$ cat config.mk
export PLATFORM = sky130hd
export DESIGN_NAME = mpb_top
export DESIGN_NICKNAME = d
export VERILOG_FILES = /design/src/hw/mpb_pkg.sv /design/src/hw/mpb_top.sv /design/src/hw/mpb_sync.sv
export SDC_FILE = /design/constraint.sdc
export NUM_CORES = 2
export LEC_CHECK = 0
export BUFFER_PORTS_ARGS = -buffer_cell sky130_fd_sc_hd__buf_2
export CAP_MARGIN = 20
export CORE_MARGIN = 4
export CORE_UTILIZATION = 45
export DETAILED_ROUTE_END_ITERATION = 8
export PLACE_DENSITY = 0.65
export REMOVE_ABC_BUFFERS = 1
export SYNTH_ARGS = -nofsm -noshare
export SYNTH_HDL_FRONTEND = slang
export SYNTH_HIERARCHICAL = 1
export SYNTH_SLANG_ARGS = --single-unit
$ cat constraint.sdc
create_clock -name clock -period 7.15 [get_ports clock]
set_clock_uncertainty 0.2 [all_clocks]
set_input_delay 0.3575 -clock clock [delete_from_list [all_inputs] [get_ports clock]]
set_output_delay 0.3575 -clock clock [all_outputs]
set_load 0.03 [all_outputs]
$ cat src/hw/mpb_pkg.sv
// Constants, encodings and state types shared by the preheat and brake block.
// Assumes one system clock; all configuration arrives as plain ports.
// Functional notes
// - Preheat selection zero never drives preheat current.
// - Preheat commands DC current and exists only while the drive is stopped.
// - Selection one heats whenever the drive is stopped.
// - Selection two heats while stopped and the chosen request input is high.
// - Selection three heats while stopped and heatsink is below the limit.
// - Selection four heats while stopped and motor temperature is below the limit.
// - Brake selection zero leaves brake output idle and reference untouched.
// - Brake selection one drives the brake and ignores feedback.
// - Brake selection two drives the brake and watches the feedback input.
// - Brake opens and closes by comparing output frequency with the limits.
// - After start, reference waits for magnetisation, then rises to opening limit.
// - After open command, reference stays at opening limit until delay expires.
// - With feedback supervision, release needs expired delay and correct feedback.
// - After release, the normal reference passes without clamping.
// - After stop, brake closes when output frequency falls below closing limit.
// - Closing limit compares against frequency magnitude, both directions.
// - Brake closes at once when motor current is below the current limit.
// - Above field weakening start, the current limit shrinks with frequency.
// - Brake state is reported in the first application status word.
// - Feedback contact closed means brake open, open means brake closed.
// - Missing feedback after open command raises mechanical brake fault 58.
package mpb_pkg;

    // Preheat selection codes.
    localparam logic [2:0] MPB_PH_OFF = 3'h0;
    localparam logic [2:0] MPB_PH_ALWAYS = 3'h1;
    localparam logic [2:0] MPB_PH_INPUT = 3'h2;
    localparam logic [2:0] MPB_PH_SINK = 3'h3;
    localparam logic [2:0] MPB_PH_MOTOR = 3'h4;

    // Brake control selection codes.
    localparam logic [1:0] MPB_BR_OFF = 2'h0;
    localparam logic [1:0] MPB_BR_ON = 2'h1;
    localparam logic [1:0] MPB_BR_SUPV = 2'h2;

    // Status word bit positions.
    localparam int MPB_STAT_BRAKE_OPEN = 0;
    localparam int MPB_STAT_PREHEAT = 1;
    localparam int MPB_STAT_RELEASED = 2;
    localparam int MPB_STAT_FAULT = 3;

    // Fault code for a brake that never confirms opening.
    localparam logic [7:0] MPB_FAULT_BRAKE = 8'h3a;
    localparam logic [7:0] MPB_FAULT_NONE = 8'h00;
    localparam logic [15:0] MPB_STAT_RST = 16'h0000;

    typedef enum logic [2:0] {
        BR_IDLE,
        BR_MAGN,
        BR_RAMP,
        BR_HOLD,
        BR_RUN,
        BR_STOP
    } mpb_brake_st_t;

endpackage

$ cat src/hw/mpb_top.sv
// Motor preheat and mechanical brake sequencer of an AC drive.
// Assumes frequency, current and temperature words come from logic on this clock;
// digital inputs come from pins and are synchronised here.
`timescale 1ns/10ps
module mpb_top #(
    parameter int FW = 16,
    parameter int TW = 12,
    parameter int CW = 24,
    parameter int NDI = 8,
    parameter int NMT = 4
) (
    input wire logic clock,
    input wire logic nrst,
    input wire logic drive_stopped,
    input wire logic run_cmd,
    input wire logic magn_done,
    input wire logic [2:0] preheat_function_select,
    input wire logic signed [TW-1:0] preheat_temperature_limit,
    input wire logic [1:0] motor_temperature_source,
    input wire logic [2:0] preheat_request_input_select,
    input wire logic signed [TW-1:0] heatsink_temp,
    input wire logic [NMT-1:0][TW-1:0] motor_temp,
    input wire logic [NDI-1:0] dig_in,
    input wire logic [1:0] brake_control_select,
    input wire logic [CW-1:0] brake_mechanical_delay,
    input wire logic [CW-1:0] brake_feedback_timeout,
    input wire logic [FW-1:0] brake_open_frequency_limit,
    input wire logic [FW-1:0] brake_close_frequency_limit,
    input wire logic [FW-1:0] brake_current_limit,
    input wire logic [FW-1:0] field_weak_freq,
    input wire logic [2:0] brake_feedback_input_select,
    input wire logic signed [FW-1:0] freq_ref_in,
    input wire logic signed [FW-1:0] output_freq,
    input wire logic [FW-1:0] motor_current,
    input wire logic fault_clear,
    output logic preheat_on,
    output logic brake_open,
    output logic signed [FW-1:0] freq_ref_out,
    output logic [15:0] app_status_word1,
    output logic brake_fault,
    output logic [7:0] fault_code
);
    import mpb_pkg::*;

    typedef struct packed {
        mpb_brake_st_t st;
        logic [CW-1:0] dly;
        logic [CW-1:0] fbt;
        logic heat;
        logic brake;
        logic fault;
        logic [7:0] code;
        logic signed [FW-1:0] ref_out;
        logic [15:0] stat;
    } mpb_top_st_t;

    mpb_top_st_t q, d;
    logic [NDI-1:0] di_s;
    logic fb_open;
    logic heat_req;
    logic [FW-1:0] absf;
    logic [FW-1:0] eff_lim;
    logic low_cur;
    logic [2*FW-1:0] prod;

    // ==========================================================
    // Pin inputs
    // Digital inputs come straight from terminals, so they are synchronised first.
    mpb_sync #(.W(NDI)) u_di_sync (
        .clock(clock),
        .nrst(nrst),
        .din(dig_in),
        .dout(di_s)
    );

    // ==========================================================
    // Derived measurements
    // A closed contact means the brake is open.
    assign fb_open = di_s[brake_feedback_input_select];
    // The closing and opening limits act on the magnitude.
    assign absf = output_freq[FW-1] ? FW'(-output_freq) : FW'(output_freq);

    // Above field weakening start the current limit falls as 1/f.
    // A divider is costly, but it only sees slow configuration and speed words.
    always_comb begin
        prod = brake_current_limit * field_weak_freq;
        if (absf > field_weak_freq && absf != '0) begin
            eff_lim = FW'(prod / absf);
        end else begin
            eff_lim = brake_current_limit;
        end
        low_cur = motor_current < eff_lim;
    end

    // ==========================================================
    // Preheat request
    // Every mode also needs the stopped state, so leaving stop ends heating.
    always_comb begin
        case (preheat_function_select)
            MPB_PH_ALWAYS: heat_req = 1'b1;
            MPB_PH_INPUT: heat_req = di_s[preheat_request_input_select];
            MPB_PH_SINK: heat_req = heatsink_temp < preheat_temperature_limit;
            MPB_PH_MOTOR: heat_req = $signed(motor_temp[motor_temperature_source])
                < preheat_temperature_limit;
            default: heat_req = 1'b0;
        endcase
        heat_req = heat_req & drive_stopped;
    end

    // ==========================================================
    // Brake sequencer
    always_comb begin
        d = q;
        d.heat = heat_req;
        case (q.st)
            BR_IDLE: begin
                d.brake = 1'b0;
                d.dly = '0;
                d.fbt = '0;
                if (run_cmd && !q.fault) begin
                    d.st = BR_MAGN;
                end
            end
            // Reference held at zero while the rotor flux builds.
            BR_MAGN: begin
                if (!run_cmd) begin
                    d.st = BR_IDLE;
                end else if (magn_done) begin
                    d.st = BR_RAMP;
                end
            end
            // Reference may rise to the opening limit; the brake opens there.
            BR_RAMP: begin
                if (!run_cmd) begin
                    d.st = BR_IDLE;
                end else if (absf >= brake_open_frequency_limit) begin
                    d.st = BR_HOLD;
                    d.brake = 1'b1;
                end
            end
            // Reference clamped until the mechanics have had time to lift.
            BR_HOLD: begin
                if (q.dly != brake_mechanical_delay) begin
                    d.dly = q.dly + CW'(1);
                end
                if (!run_cmd) begin
                    d.st = BR_STOP;
                end else if (q.dly == brake_mechanical_delay &&
                    (brake_control_select != MPB_BR_SUPV || fb_open)) begin
                    d.st = BR_RUN;
                end
            end
            BR_RUN: begin
                if (!run_cmd) begin
                    d.st = BR_STOP;
                end
            end
            // Closing happens once the drive has slowed down, unless low current or a new fault closes it first.
            BR_STOP: begin
                if (absf < brake_close_frequency_limit) begin
                    d.st = BR_IDLE;
                    d.brake = 1'b0;
                end else if (run_cmd) begin
                    d.st = BR_RUN;
                end
            end
            default: d.st = BR_IDLE;
        endcase

        // Low current drops the brake at once in any open state.
        if ((q.st == BR_HOLD || q.st == BR_RUN || q.st == BR_STOP) && low_cur) begin
            d.st = BR_IDLE;
            d.brake = 1'b0;
        end

        // Feedback must confirm opening within the timeout.
        if (brake_control_select == MPB_BR_SUPV && q.brake && !fb_open) begin
            d.fbt = q.fbt + CW'(1);
        end else begin
            d.fbt = '0;
        end
        // A new fault wins over a clear arriving in the same cycle.
        d.fault = (q.fault && !fault_clear) ||
            (brake_control_select == MPB_BR_SUPV && q.brake && !fb_open &&
             q.fbt >= brake_feedback_timeout);
        if (d.fault && !q.fault) begin
            d.st = BR_IDLE;
            d.brake = 1'b0;
        end
        d.code = d.fault ? MPB_FAULT_BRAKE : MPB_FAULT_NONE;

        // Brake function off: output idle, reference passes.
        if (brake_control_select == MPB_BR_OFF) begin
            d.st = BR_IDLE;
            d.brake = 1'b0;
        end

        // Reference shaping follows the state being entered.
        if (brake_control_select == MPB_BR_OFF) begin
            d.ref_out = freq_ref_in;
        end else begin
            case (d.st)
                BR_RAMP: begin
                    if (freq_ref_in > $signed({1'b0, brake_open_frequency_limit})) begin
                        d.ref_out = $signed(brake_open_frequency_limit);
                    end else if (freq_ref_in < -$signed({1'b0, brake_open_frequency_limit})) begin
                        d.ref_out = -$signed(brake_open_frequency_limit);
                    end else begin
                        d.ref_out = freq_ref_in;
                    end
                end
                BR_HOLD: d.ref_out = freq_ref_in[FW-1] ? -$signed(brake_open_frequency_limit)
                    : $signed(brake_open_frequency_limit);
                BR_RUN, BR_STOP: d.ref_out = freq_ref_in;
                default: d.ref_out = '0;
            endcase
        end

        // Status word carries the brake command.
        d.stat = MPB_STAT_RST;
        d.stat[MPB_STAT_BRAKE_OPEN] = d.brake;
        d.stat[MPB_STAT_PREHEAT] = d.heat;
        d.stat[MPB_STAT_RELEASED] = d.st == BR_RUN;
        d.stat[MPB_STAT_FAULT] = d.fault;
    end

    // ==========================================================
    // Registers
    // Reset leaves the brake closed and the heater off.
    always_ff @(posedge clock or negedge nrst) begin
        if (!nrst) begin
            q <= '0;
        end else begin
            q <= d;
        end
    end

    assign preheat_on = q.heat;
    assign brake_open = q.brake;
    assign freq_ref_out = q.ref_out;
    assign app_status_word1 = q.stat;
    assign brake_fault = q.fault;
    assign fault_code = q.code;
endmodule // mpb_top

$ cat src/hw/mpb_sync.sv
// Two-stage synchroniser for a group of pin-level inputs.
// Assumes the inputs are levels that change slowly against the clock.
`timescale 1ns/10ps
module mpb_sync #(
    parameter int W = 8
) (
    input wire logic clock,
    input wire logic nrst,
    input wire logic [W-1:0] din,
    output logic [W-1:0] dout
);
    typedef struct packed {
        logic [W-1:0] s1;
        logic [W-1:0] s2;
    } mpb_sync_st_t;

    mpb_sync_st_t q, d;

    // The first stage feeds only the second stage.
    always_comb begin
        d = q;
        d.s1 = din;
        d.s2 = q.s1;
    end

    // ==========================================================
    // Registers
    always_ff @(posedge clock or negedge nrst) begin
        if (!nrst) begin
            q <= '0;
        end else begin
            q <= d;
        end
    end

    assign dout = q.s2;
endmodule // mpb_sync

[Word level (Yosys, flattened, before mapping)]
Cells that the tools add are included.
Word-level totals
  bits of input ports: 259
  output and inout bits: 43
  logic and storage cells: 110
  flip-flop bits (word level): 96
Cells by class
  equality and inequality tests: 18
  bitwise operators: 1
  add/sub/neg operators: 5
  reduce and logical (&&, ||, !) cells: 22
  div/mod/pow operators: 1
  multiply operators: 1
  mux-type cells: 39
  order comparisons: 12
Operator list (count)
  16-bit 2-to-1 mux: 6
  24-bit by 1-bit adder with 24-bit output, second input constant: 2
  24-bit 2-to-1 mux: 2
  16-bit case mux with 3 select lines: 1
  24-bit case mux with 2 select lines: 1
  3-bit 2-to-1 mux: 13
  32-bit by 16-bit divider with 32-bit output: 1
  16-bit less-than comparator: 2
  16-bit by 16-bit multiplier with 32-bit output: 1
  16-bit negator: 2
  12-bit binary-select mux with 2-bit select: 1
  24-bit == test: 1
  24-bit greater-or-equal comparator: 1
  12-bit less-than comparator: 2
  24-bit inequality test: 1
  3-bit by 2-bit == test with 1-bit output, second input constant: 6
  3-bit case mux with 6 select lines: 1
  16-bit by 17-bit > comparator with 1-bit output: 1
  16-bit by 17-bit less-than comparator with 1-bit output: 1
  16-bit negator with 17-bit output: 1
  16-bit greater-or-equal comparator: 1
  16-bit > comparator: 1
  16-bit nonzero test: 1
  3-bit == test, second input constant: 5
  20 further kinds: 44

[Longest topological paths before layout]
  depth in word-level cells: 14
  depth in mapped cells: 515
  gate-level depth less buffers: 476

[Hierarchy]
The synthesis kept the hierarchy.
By module, submodules not included
  mpb_top: sequential area each 1776.7 µm², times used 1, cells an instance 5330, area an instance 40050.9 µm²
  mpb_sync: sequential area each 400.4 µm², times used 1, cells an instance 16, area an instance 400.4 µm²

[Worst setup path before layout]
Ideal clock, no wire load.
  kind: input to register
  start point: input port brake_current_limit[11]
  end point: register q (netlist bit freq_ref_out[10])
  data arrival time: 98406 ps
  setup time: 80 ps
  cell stages on the path: 490
  slack: -91536 ps
  path buffers: 46
  data required time: 6870 ps
  cell sequence: clkbuf_1 > nand2_1 > fa_1 > inv_1 > fa_1 > inv_1 > fa_1 > inv_1 > fa_1 > fa_1 > inv_1 > fa_1 > inv_1 > ha_1 > a21oi_1 > o21ai_0 > a21oi_1 > a21oi_1 > [... 454 more ...] > nor2b_1 > o21ai_0 > nand2b_1 > a21oi_1 > nor2b_1 > o21ai_0 > nand2b_1 > a21oi_1 > nor2b_1 > o21ai_0 > and3_1 > o2111ai_1 > a211oi_1 > nand4_1 > a2111oi_4 > o21ai_2 > buf_4 > o211ai_2
RTL lines
  start: declaration: line mpb_top.sv:29  | input wire logic [FW-1:0] brake_current_limit,
  end signal: assignment: line mpb_top.sv:232  | q <= '0;
  end signal: assignment: line mpb_top.sv:234  | q <= d;
  end: declaration: line mpb_top.sv:57  | mpb_top_st_t q, d;

==> flow_summary.json <==
{
  "relSlewSlack": 0.351,
  "cp_max_fo": 9,
  "cts_tree": "done",
  "synth_area_leaders": "ha_1 (20%), fa_1 (9.6%), dfrtp_1 (5.4%)",
  "fmax_mhz": 11.5,
  "worst_slew_pin_slew_ps": 974,
  "min_period_ps": 86950,
  "cts_sinks": 87,
  "ys_seq_area_frac": 0.0538,
  "critPathCaptureType": "register",
  "antenna_found_initial": 6,
  "setup_tns_ps": -1674290,
  "synthSimpleGateAreaFrac": 0.237,
  "grt_max_degree": 77,
  "synth_commonest_cells": "ha_1 (643), nand2_1 (479), nor2_1 (437)",
  "first_global_vias": 51442,
  "rsz0062_at_grt": "true",
  "synth_flop_cell": "dfrtp_1",
  "finalHoldViolations": 0,
  "grt_overflow": 0,
  "vias": 53027,
  "dr.pass1.iters": 6,
  "synth_edf_count": 0,
  "finalWirelength_um": 182000,
  "globalRouteTotalUtil": 0.346,
  "setup_viol": 21,
  "drc_errors": 0,
  "wl_per_cell_um": 20.3,
  "yosysMostFrequentCell": "ha_1",
  "syn_inst": 5346,
  "fin_ws_ps": -79800,
  "dieArea_um2": 94800,
  "postSynthAreaPerCell_um2": 7.57,
  "fp.dieW_um": 308,
  "core_area_um2": 88800,
  "drv_cap": 0,
  "cts_buffers": 9,
  "timing.final.crit_share": 12.2,
  "cts.clk_slew.worst_paths_ps": 70,
  "violations": "setup timing",
  "yosysTopAreaCellShare": 0.199,
  "crit_path_start_kind": "input port",
  "muxShareOfSynthArea": 0.0394,
  "yosysUniqueCellTypes": 127,
  "worst_path_max_delay_cell": "fa_2",
  "status": "complete, but fails checks",
  "grt_pass1_wl_um": 268000,
  "drive_gt1_frac": 0.432,
  "n_fill_cell": 6267,
  "synthArstFlopShare": 1.00,
  "critical_path_required_ps": 7230,
  "ys_ff_latch": 87,
  "drt_first_iter_violations": 4707,
  "ctsHtreeMaxLevel": 3,
  "post_synth_xor_area_fraction": 0.0633,
  "fp.dieH_um": 308,
  "io_pins": 302,
  "cp_common_cell": "o21a_1",
  "hold_path_class": "input port to register",
  "cpPeakStageDelay_ps": 650,
  "rows": 109,
  "dpl.hpwl_um": 129000,
  "ant_nets": 0,
  "finalNetCount": 8880,
  "portBuffers": 285,
  "netlist_area_um2": 40500,
  "synth_top_family_by_area": "adder cells",
  "worstSetupPathType": "input port to register",
  "whs_ps": 26.6,
  "clk_path_buf_depth": 2,
  "gp_congestion": 1.01,
  "vias_per_cell": 5.92,
  "yosys_warnings": 6,
  "insertion_delay_ps": 360,
  "areaGrowthSynthToFinish_pct": 59.3,
  "start_util": 0.456,
  "yosys.area.top_type": "ha_1",
  "arrival_ps": 87040,
  "synth_compound_area_frac": 0.251,
  "synth_adder_area_share": 0.296,
  "cts-root-buf": "clkbuf_16",
  "finalMaxSlewViolations": 0
}
==> path summary, 6_finish.rpt <==
path,start,to,slack (ps),cells past startpoint
min in group asynchronous,nrst,q[76]$_DFFE_PN0P_,180,2
worst min register to register,u_di_sync/d[0]$_DFF_PN0_,u_di_sync/dout[0]$_DFF_PN0_,150,0
worst min-delay path,drive_stopped,app_status_word1[1]$_DFF_PN0_,30,2
max in group asynchronous,nrst,freq_ref_out[13]$_DFF_PN0_,5380,3
worst max register to register,q[43]$_DFF_PN0_,freq_ref_out[10]$_DFF_PN0_,1050,41
worst max-delay path,brake_current_limit[5],freq_ref_out[10]$_DFF_PN0_,-79800,487
==> layer usage <==
layer  track usage  vias up  wire [um]
li1              -    24258          -
met1         0.431    25004      70300
met2         0.591     2818      82900
met3        0.0519      945      16500
met4         0.158        2      12000
met5             0        -         12
==> final cells by class <==
class	instances	area (um^2)	area share
multi-input combinational	4688	39600	0.615
timing repair buffer	2596	19300	0.300
sequential	87	2180	0.0338
inverter	402	1510	0.0235
tap	1165	1460	0.0226
clock buffer	9	225	0.00350
clock inverter	7	68.8	0.00107
antenna	8	20.0	0.000311
==> metrics by stage <==
step	cells	worst slack [ps]	util	cell area, um^2
after floorplan	5175	-91230	-	39600
after global placement	8360	-81640	0.627	55700
after detailed placement	8360	-83920	0.627	55700
after CTS	8817	-75860	0.698	62000
after global routing	8955	-83600	0.726	64400
final	8962	-79800	0.726	64400
==> registers in the layout, indices dropped and copies added (netlist names) <==
register / flops
freq_ref_out: 16
u_di_sync/d: 8
u_di_sync/dout: 8
fault_code: 1
app_status_word1: 3
q: 51
==> placed cells by master (no fill, tap or decap), types with 23 or more instances in the layout <==
cell	instances
nor2_4	29
nor2b_1	69
mux2i_1	37
o31ai_1	90
and3_1	44
dfrtp_1	87
xor2_1	115
and2_1	147
nand2_2	23
ha_4	74
nand2b_1	71
buf_4	2234
mux2_2	61
o21a_1	207
nor4_1	23
xnor2_1	170
a211oi_1	31
inv_1	379
o21ai_0	162
a21oi_2	71
buf_2	260
o211ai_1	49
a31oi_1	59
nand2_1	448
o21ai_1	49
ha_1	558
a21oi_1	257
nand4_1	59
fa_1	177
nor2_1	377
nor3_1	218
o22ai_1	28
nor2_2	33
or3_1	51
or2_2	50
a21o_1	105
nand3_1	91
buf_6	75
o21ai_2	33
==> critical path: cells and delay by family <==
family          cells  cell delay (ps)
mux                 7             1990
fa+ha+maj          39            11920
buf+inv            77            10070
xor+xnor            2              490
simple gates      103            15590
compound gates    259            46340
==> kinds of logic (layout without fill, tap and decap cells) <==
family	after synthesis	after routing
flip-flops	87	87
XOR/XNOR	290	290
multiplexers	130	130
adder cells (fa/ha/maj)	842	842
AND/OR/NAND/NOR	1914	1914
AO/OA/AOI/OAI	1494	1496
other	1	24
buffers and inverters	588	3014
==> what timing repair did <==
item / 4_1_cts / 5_1_grt
endpoints found under the setup margin: 21 / 21
cloned: 5 / 2
pin swaps: 403 / 369
setup buffers: 430 / 140
hold buffers: 10 / 0
hold endpoints to repair: 20 / 0
resized for setup: 629 / 257
Power is not shown: default switching activity piles up to over one toggle a cycle in this logic, so the estimate is an artifact.
